`config.mk`:
```
export PLATFORM = sky130hd
export DESIGN_NAME = overlimit_critical_watchdog_regs
export DESIGN_NICKNAME = d
export VERILOG_FILES = /design/src/common/wdog_pkg.sv /design/src/hdl/overlimit_critical_watchdog_regs.sv
export VERILOG_INCLUDE_DIRS = /design/src /design/src/common
export SDC_FILE = /design/constraint.sdc
export NUM_CORES = 1
export LEC_CHECK = 0
export ABC_AREA = 1
export BUFFER_PORTS_ARGS = -buffer_cell sky130_fd_sc_hd__buf_2
export CORE_MARGIN = 2
export CORE_UTILIZATION = 60
export DETAILED_ROUTE_END_ITERATION = 12
export MAX_ROUTING_LAYER = met4
export PLACE_DENSITY = 0.77
export SLEW_MARGIN = 5
export SYNTH_ARGS = -nofsm -noshare
export SYNTH_HDL_FRONTEND = slang
export SYNTH_SLANG_ARGS = --single-unit
```
`constraint.sdc`:
```
create_clock -name sys_clk -period 8.3 [get_ports sys_clk]
set_clock_uncertainty 0.15 [all_clocks]
set_input_delay 1.245 -clock sys_clk [delete_from_list [all_inputs] [get_ports sys_clk]]
set_output_delay 1.245 -clock sys_clk [all_outputs]
set_load 0.01 [all_outputs]
```
`src/common/wdog_cfg.svh`:
```
`ifndef WDOG_CFG_SVH
`define WDOG_CFG_SVH
// register indices on the serial management port
`define ADDR_BUS_LOW_WARN   8'h10
`define ADDR_WATT_OL        8'h11
`define ADDR_BUS_HIGH_OL    8'h12
`define ADDR_BUS_LOW_OL     8'h13
`define ADDR_CRIT_POS       8'h14
`define ADDR_CRIT_NEG       8'h15
`define ADDR_CALIB          8'h16
`define ADDR_STATUS         8'h01
// reset value of every writable field
`define REG_RESET           16'h0000
// field positions
`define LIM13_MSB           15
`define LIM13_LSB           3
`define OL_POL_BIT          1
`define OL_LATCH_BIT        0
`define GP_READ_BIT         7
`define GP_MODE_MSB         6
`define GP_MODE_LSB         5
`define CRIT_POL_BIT        4
`define CRIT_LATCH_BIT      0
// status flag positions (own layout)
`define ST_WARN_UV          0
`define ST_OL_POWER         1
`define ST_OL_OV            2
`define ST_OL_UV            3
// scaling
`define CURRENT_DIV_SHIFT   12
// timing: filter step 0.064 ms, warning step 0.1 s, clock 10 ns
`define FILTER_STEP_NS      64000
`define WARN_STEP_MS        100
`define CLK_PERIOD_NS       10
`define FILTER_STEP_CYC     (`FILTER_STEP_NS / `CLK_PERIOD_NS)
`define WARN_STEP_CYC       (`WARN_STEP_MS * 1000000 / `CLK_PERIOD_NS)
`endif

```
`src/common/wdog_pkg.sv`:
```
package wdog_pkg;
    typedef enum logic [1:0] {
        GP_HIZ_A  = 2'b00,
        GP_HIZ_B  = 2'b01,
        GP_LOW    = 2'b10,
        GP_HIGH   = 2'b11
    } gp_mode_t;
endpackage

```
`src/hdl/overlimit_critical_watchdog_regs.sv`:
```
// Function
// - bus voltage below warning limit sets warning flag, drives warning pin if enabled
// - power above watt limit sets power flag, drives overlimit pin if enabled
// - bus above high limit bits 15-3 sets overvoltage flag and overlimit pin
// - bus below low limit bits 15-3 sets undervoltage flag and overlimit pin
// - overlimit polarity one asserts high, zero asserts low by default
// - overlimit latch one holds the pin, zero follows comparison
// - critical positive limit is unsigned upper byte, 1 mV steps
// - bit seven of critical positive reads the general pin level
// - general pin mode 00/01 high impedance, 10 drives low, 11 high
// - critical polarity bit one makes open-drain critical pin active high
// - hysteresis code steps 2 mV from 0 to 14 mV
// - critical latch one holds the critical pin, zero transparent
// - critical negative limit is unsigned magnitude, negative threshold only
// - filter code gives 0.064 ms steps up to 0.960 ms
// - warning delay code gives 0.1 s steps up to 1.5 s
// - calibration bit zero reads zero, only bits 15-1 used
// - calibration sets full-scale current scaling; power value is taken unscaled
// - current equals shunt reading times calibration divided by 4096
`timescale 1ns/10ps
`default_nettype none
`include "wdog_cfg.svh"

module overlimit_critical_watchdog_regs #(
    parameter int unsigned FILTER_STEP = `FILTER_STEP_CYC,
    parameter int unsigned WARN_STEP   = `WARN_STEP_CYC
) (
    input  wire logic                sys_clk,
    input  wire logic                rst,
    input  wire logic                clk_en,
    input  wire logic                reg_wr,
    input  wire logic                reg_rd,
    input  wire logic [7:0]          reg_addr,
    input  wire logic [15:0]         reg_wdata,
    output logic      [15:0]         reg_rdata,
    input  wire logic signed [15:0]  shunt_mv,
    input  wire logic signed [15:0]  shunt_reading,
    input  wire logic [15:0]         bus_voltage,
    input  wire logic [15:0]         power_value,
    input  wire logic                warning_pin_enable,
    input  wire logic                overlimit_pin_enable,
    input  wire logic                warning_pin_in,
    output logic                     warning_pin_out,
    output logic                     warning_pin_oe,
    output logic                     overlimit_pin,
    input  wire logic                critical_pin_in,
    output logic                     critical_pin_out,
    output logic                     critical_pin_oe,
    input  wire logic                gpio_in,
    output logic                     gpio_out,
    output logic                     gpio_oe,
    output logic signed [31:0]       current_result,
    output logic      [15:0]         calibration_field
);

    // ****************************************************************
    // registers
    // ****************************************************************
    logic [15:0] bus_low_warning_limit;
    logic [15:0] watt_overlimit_value;
    logic [15:0] bus_high_overlimit_config;
    logic [15:0] bus_low_overlimit_value;
    logic [15:0] critical_positive_limit_config;
    logic [15:0] critical_negative_limit_timing;
    logic [15:0] calibration_value;
    logic [3:0]  status;
    logic [2:0]  gp_sync;

    // general pin input passes three flops; level accepted when second and third agree
    logic gp_level;
    wire  gp_agree = (gp_sync[1] == gp_sync[2]);

    // register writes
    always_ff @(posedge sys_clk or posedge rst) begin
        if (rst) begin
            bus_low_warning_limit          <= `REG_RESET;
            watt_overlimit_value           <= `REG_RESET;
            bus_high_overlimit_config      <= `REG_RESET;
            bus_low_overlimit_value        <= `REG_RESET;
            critical_positive_limit_config <= `REG_RESET;
            critical_negative_limit_timing <= `REG_RESET;
            calibration_value              <= `REG_RESET;
        end else if (clk_en && reg_wr) begin
            case (reg_addr)
                `ADDR_BUS_LOW_WARN: bus_low_warning_limit <= {reg_wdata[15:3], 3'h0};
                `ADDR_WATT_OL:      watt_overlimit_value <= reg_wdata;
                `ADDR_BUS_HIGH_OL:  bus_high_overlimit_config <= {reg_wdata[15:3], 1'b0, reg_wdata[1:0]};
                `ADDR_BUS_LOW_OL:   bus_low_overlimit_value <= {reg_wdata[15:3], 3'h0};
                `ADDR_CRIT_POS:     critical_positive_limit_config <= {reg_wdata[15:8], 1'b0, reg_wdata[6:0]};
                `ADDR_CRIT_NEG:     critical_negative_limit_timing <= reg_wdata;
                `ADDR_CALIB:        calibration_value <= {reg_wdata[15:1], 1'b0};
                default: ;
            endcase
        end
    end

    // general pin synchroniser and accepted level
    always_ff @(posedge sys_clk or posedge rst) begin
        if (rst) begin
            gp_sync  <= 3'h0;
            gp_level <= 1'b0;
        end else if (clk_en) begin
            gp_sync <= {gp_sync[1:0], gpio_in};
            if (gp_agree)
                gp_level <= gp_sync[2];
        end
    end

    // ****************************************************************
    // general pin drive
    // ****************************************************************
    wire [1:0] gp_mode = critical_positive_limit_config[`GP_MODE_MSB:`GP_MODE_LSB];
    assign gpio_oe  = (gp_mode == wdog_pkg::GP_LOW) || (gp_mode == wdog_pkg::GP_HIGH);
    assign gpio_out = (gp_mode == wdog_pkg::GP_HIGH);

    // ****************************************************************
    // over-limit comparisons
    // ****************************************************************
    wire [12:0] bus_v = bus_voltage[`LIM13_MSB:`LIM13_LSB];
    wire cmp_power = power_value > watt_overlimit_value;
    wire cmp_ov    = bus_v > bus_high_overlimit_config[`LIM13_MSB:`LIM13_LSB];
    wire cmp_uv    = bus_v < bus_low_overlimit_value[`LIM13_MSB:`LIM13_LSB];
    wire cmp_warn  = bus_v < bus_low_warning_limit[`LIM13_MSB:`LIM13_LSB];
    wire ol_latch  = bus_high_overlimit_config[`OL_LATCH_BIT];
    wire ol_pol    = bus_high_overlimit_config[`OL_POL_BIT];
    wire status_rd = clk_en && reg_rd && (reg_addr == `ADDR_STATUS);

    // warning delay: condition must persist code*step cycles
    logic [31:0] warn_cnt;
    logic        warn_active;
    wire  [3:0]  wd_code   = critical_negative_limit_timing[3:0];
    wire  [31:0] warn_goal = 32'(wd_code) * 32'(WARN_STEP);
    always_ff @(posedge sys_clk or posedge rst) begin
        if (rst) begin
            warn_cnt    <= 32'h0;
            warn_active <= 1'b0;
        end else if (clk_en) begin
            if (!cmp_warn) begin
                warn_cnt    <= 32'h0;
                warn_active <= 1'b0;
            end else if (warn_cnt >= warn_goal) begin
                warn_active <= 1'b1;
            end else begin
                warn_cnt <= warn_cnt + 32'h1;
            end
        end
    end

    // status flags: set wins over clear-on-read; latched flags hold
    wire [3:0] raw_cond = {cmp_uv, cmp_ov, cmp_power, warn_active};
    logic [3:0] ol_hold;
    always_ff @(posedge sys_clk or posedge rst) begin
        if (rst) begin
            status  <= 4'h0;
            ol_hold <= 4'h0;
        end else if (clk_en) begin
            status  <= raw_cond | (status_rd ? 4'h0 : status);
            ol_hold <= raw_cond | ((status_rd || !ol_latch) ? 4'h0 : ol_hold);
        end
    end

    // overlimit pin: logic output, polarity selectable
    wire ol_any = overlimit_pin_enable && (|ol_hold[3:1]);
    always_ff @(posedge sys_clk or posedge rst) begin
        if (rst)
            overlimit_pin <= 1'b1;
        else if (clk_en)
            overlimit_pin <= ol_pol ? ol_any : !ol_any;
    end

    // warning pin: open collector, active low
    wire warn_assert = warning_pin_enable && ol_hold[`ST_WARN_UV];
    assign warning_pin_out = 1'b0;
    assign warning_pin_oe  = warn_assert;

    // ****************************************************************
    // critical comparator with hysteresis and filter
    // ****************************************************************
    wire [7:0]  crit_pos  = critical_positive_limit_config[15:8];
    wire [7:0]  crit_neg  = critical_negative_limit_timing[15:8];
    wire [4:0]  hyst_mv   = {1'b0, critical_positive_limit_config[3:1], 1'b0};
    wire [3:0]  cf_code   = critical_negative_limit_timing[7:4];
    wire [31:0] filt_goal = 32'(cf_code) * 32'(FILTER_STEP);
    wire crit_latch = critical_positive_limit_config[`CRIT_LATCH_BIT];
    wire crit_pol   = critical_positive_limit_config[`CRIT_POL_BIT];
    logic        crit_trip;
    logic        crit_hold;
    logic [31:0] filt_cnt;
    wire signed [16:0] s = 17'(shunt_mv);
    wire signed [16:0] pos_on  = 17'(crit_pos);
    wire signed [16:0] pos_off = 17'(crit_pos) - 17'(hyst_mv);
    wire signed [16:0] neg_on  = -17'(crit_neg);
    wire signed [16:0] neg_off = -17'(crit_neg) + 17'(hyst_mv);
    wire raw_on  = (s > pos_on) || (s < neg_on);
    wire raw_off = (s <= pos_off) && (s >= neg_off); // no dead band at the limit with zero hysteresis
    logic raw_state;
    always_ff @(posedge sys_clk or posedge rst) begin
        if (rst) begin
            raw_state <= 1'b0;
            filt_cnt  <= 32'h0;
            crit_trip <= 1'b0;
            crit_hold <= 1'b0;
        end else if (clk_en) begin
            if (raw_on)
                raw_state <= 1'b1;
            else if (raw_off)
                raw_state <= 1'b0;
            if (raw_state != crit_trip) begin
                if (filt_cnt >= filt_goal) begin
                    crit_trip <= raw_state;
                    filt_cnt  <= 32'h0;
                end else begin
                    filt_cnt <= filt_cnt + 32'h1;
                end
            end else begin
                filt_cnt <= 32'h0;
            end
            crit_hold <= crit_trip | ((status_rd || !crit_latch) ? 1'b0 : crit_hold);
        end
    end
    // open drain: low-active drives low; high-active releases when asserted
    assign critical_pin_out = 1'b0;
    assign critical_pin_oe  = crit_pol ? !crit_hold : crit_hold;

    // ****************************************************************
    // current calculation and read mux
    // ****************************************************************
    assign calibration_field = calibration_value;
    wire signed [32:0] prod = 33'(shunt_reading) * $signed({1'b0, calibration_value[15:1], 1'b0});
    always_ff @(posedge sys_clk or posedge rst) begin
        if (rst)
            current_result <= 32'h0;
        else if (clk_en)
            current_result <= 32'(prod >>> `CURRENT_DIV_SHIFT);
    end

    wire [15:0] crit_pos_rd = {critical_positive_limit_config[15:8], gp_level, critical_positive_limit_config[6:0]};
    always_ff @(posedge sys_clk or posedge rst) begin
        if (rst)
            reg_rdata <= 16'h0;
        else if (clk_en && reg_rd) begin
            case (reg_addr)
                `ADDR_STATUS:       reg_rdata <= {12'h0, status};
                `ADDR_BUS_LOW_WARN: reg_rdata <= bus_low_warning_limit;
                `ADDR_WATT_OL:      reg_rdata <= watt_overlimit_value;
                `ADDR_BUS_HIGH_OL:  reg_rdata <= bus_high_overlimit_config;
                `ADDR_BUS_LOW_OL:   reg_rdata <= bus_low_overlimit_value;
                `ADDR_CRIT_POS:     reg_rdata <= crit_pos_rd;
                `ADDR_CRIT_NEG:     reg_rdata <= critical_negative_limit_timing;
                `ADDR_CALIB:        reg_rdata <= calibration_value;
                default:            reg_rdata <= 16'h0;
            endcase
        end
    end
endmodule // overlimit_critical_watchdog_regs
`default_nettype wire

```
==> reports/metrics.yaml <==
place:
  place_ws_ns: 1.02
  post-dp-hpwl_mm: 54.8
  portBuffers: 160
  place_congestion: 0.968
  placedCellCount: 3993
global_route:
  grt_max_degree: 111
  overflow: 0
  grt_pass1_wl_mm: 112
  grt_usage: 0.328
  first_global_vias: 22514
  antenna_found_initial: 2
synth:
  synthDominantCellAreaShare: 0.215
  synth_area_leaders: "dfrtp_1 22%, fa_1 20%, nand2_1 13%, ha_1 13%, inv_1 10%"
  ys_seq_area_frac: 0.216
  yosysWarnings: 0
  synth_ff_type: "dfrtp_1"
  synth_top_cell_by_area: "dfrtp_1"
  postSynthCellCount: 3395
  ys_types: 57
  avgSynthCellArea_um2: 7.53
  syn_area_um2: 25600
  ys_async_sr_fraction: 1.00
  ys_ff_latch: 221
  synth_edf_count: 0
cts:
  htreeDepth: 1
  cts_buffers: 26
  numClockSinks: 221
  root_buffer: "clkbuf_16"
  clock_path_buffers: 3
  cts_resized: 0
  cts_setup_buffers: 0
  insertion_delay_ns: 0.55
  cts_hold_buf: 0
  cts_tree: "built"
  clk_pin_slew_ns: 0.06
critical_path:
  worstPathMaxFanout: 15
  cp.arrival_ns: 7.04
  crit_path_end_kind: "flip-flop"
  cp.required_ns: 8.58
  worstSetupPathType: "primary input to flip-flop"
  startpoint_type: "primary input"
  rr_worst_depth: 22
floorplan:
  die-area_um2: 44300
  die_x_um: 210
  start_util: 0.608
  io_pins: 169
  die_h_um: 210
  rows: 75
  core_area_um2: 42000
sta:
  worst_slew_pin_slew_ns: 1.22
  finalMaxSlewViolations: 0
  layout_min_cycle_time_ns: 6.75
  worst_slack_ns: 1.55
  hold_violations: 0
  setup_viol: 0
  fmax_mhz: 148
  fin_tns_setup_ns: 0
  slew_headroom: 0.186
  rsz0062_at_grt: "no"
  period_share: 0.814
drt:
  routed_wl_mm: 68.0
  post-route-drc-count: 0
  first_iter_violations: 1713
  via_count: 22113
  detail_route.first_pass.iterations: 5
  wl_per_cell_um: 16.8
  via_per_inst: 5.47
  drt.antenna.violating_nets: 0
layout:
  area_growth_pct: 7.60
  drive_gt1_frac: 0.0808
  final_cells: 4043
  fillCellCount: 3682
  mostFrequentLayoutCells: "912 x nand2_1, 691 x inv_1, 263 x ha_1"
  nets: 4093
  mostFrequentLayoutCell: "nand2_1"
job:
  cap_violations: 0
power:
  peakVddDrop_v: 0.000137
  total_power_mw: 3.27
  power_density_nw_per_um2: 119
  leakage_nw: 15.3
hold_path:
  min_path_type: "flip-flop to flip-flop"
  hold_depth: 2
status:
  status: "completed"
-- cells by family after synthesis --
family	synth area share
compound gates	0.0776
xor+xnor	0.0243
fa+ha+maj	0.324
buf+inv	0.126
flops	0.216
mux	0.000392
other cells	0.000147
simple gates	0.231
-- cell type report --
type                    count  area, µm²  area share
multi-input cells        2357      16800       0.611
clock buffers              38        797      0.0290
inverters                 703       2650      0.0962
clock inverters            10        140     0.00509
diodes                      2       5.00    0.000182
flip-flops and latches    221       5530       0.201
repair buffers            173        898      0.0327
well taps                 539        674      0.0245
-- synthesized netlist by cell type (3+ instances only) --
| master | count |
|---|---|
| nor3_2 | 8 |
| nor2_4 | 5 |
| a21oi_1 | 111 |
| nor3_1 | 31 |
| a211oi_1 | 7 |
| xnor2_1 | 31 |
| nand3_2 | 6 |
| nand3b_1 | 6 |
| o21bai_1 | 6 |
| inv_1 | 692 |
| dfrtp_1 | 220 |
| a21o_1 | 6 |
| nand2_2 | 12 |
| nand2_1 | 912 |
| nand4_1 | 36 |
| o21ai_1 | 25 |
| fa_1 | 250 |
| ha_1 | 263 |
| nor2_2 | 8 |
| o22ai_1 | 20 |
| o21a_1 | 5 |
| a31oi_1 | 6 |
| nor4_1 | 6 |
| clkbuf_1 | 64 |
| inv_2 | 11 |
| o21ai_0 | 170 |
| buf_2 | 17 |
| nand2_4 | 3 |
| nand3_1 | 152 |
| nor2_1 | 198 |
| or2_2 | 4 |
| buf_4 | 20 |
| buf_6 | 4 |
| xor2_1 | 40 |
| buf_1 | 8 |
-- state kept, by name, indices dropped and copies added (netlist names), 13 cells and up --
signal                          flops
reg_rdata                          16
calibration_field                  15
critical_negative_limit_timing     16
watt_overlimit_value               16
current_result                     21
critical_positive_limit_config     15
filt_cnt                           32
bus_high_overlimit_config          15
bus_low_warning_limit              13
warn_cnt                           32
bus_low_overlimit_value            13
-- metrics by stage --
| stage | hold slack [ns] | util | cell area (µm²) |
|---|---|---|---|
| after floorplan | 0.292 | - | 25600 |
| after global placement | 0.308 | 0.632 | 26600 |
| after detailed placement | 0.315 | 0.632 | 26600 |
| after CTS | 0.328 | 0.654 | 27500 |
| after global routing | 0.342 | 0.654 | 27500 |
| final | 0.324 | 0.654 | 27500 |
-- routing by layer --
layer / up-vias / wire length (µm) / part of all wire / GRT usage
met5: - / 0 / 0 / -
met4: 0 / 2430 / 0.036 / 0.111
met3: 140 / 4300 / 0.063 / 0.0396
met2: 706 / 31800 / 0.47 / 0.529
met1: 10660 / 29500 / 0.43 / 0.433
li1: 10607 / - / - / -
-- final timing paths --
| path | startpoint | end | slack, ns |
|---|---|---|---|
| setup / recovery | shunt_reading[15] | current_result[19] | 1.55 |
| hold / removal | gp_sync[1] | gp_sync[1] | 0.32 |
| setup reg to reg | calibration_field[8] | current_result[19] | 1.75 |
| hold reg to reg | gp_sync[1] | gp_sync[1] | 0.32 |
| max in group asynchronous | rst | current_result[17] | 5.97 |
| min in group asynchronous | rst | calibration_field[14] | 0.66 |
-- power breakdown --
part / leakage [nW] / internal [mW] / switching (mW) / total, mW
Combinational: 11.8 / 0.302 / 0.551 / 0.853
Sequential: 3.01 / 1.13 / 0.0509 / 1.18
Clock: 0.465 / 0.760 / 0.477 / 1.24
Total: 15.3 / 2.19 / 1.08 / 3.27
-- critical path, stage by stage --
cell,delay (ns)
buf_2,0.27
nand2_1,0.16
inv_1,0.14
fa_1,0.47
inv_1,0.23
fa_1,0.52
inv_1,0.39
fa_1,0.59
fa_1,0.55
fa_1,0.54
inv_1,0.05
fa_1,0.52
inv_1,0.04
ha_1,0.36
inv_1,0.12
nor3_1,0.27
nand2_1,0.11
nor2_1,0.10
nand2_1,0.08
nand2_1,0.08
nand2_1,0.05
nand3_1,0.07
nand2_1,0.06
Power figures use the tool's default switching activity.
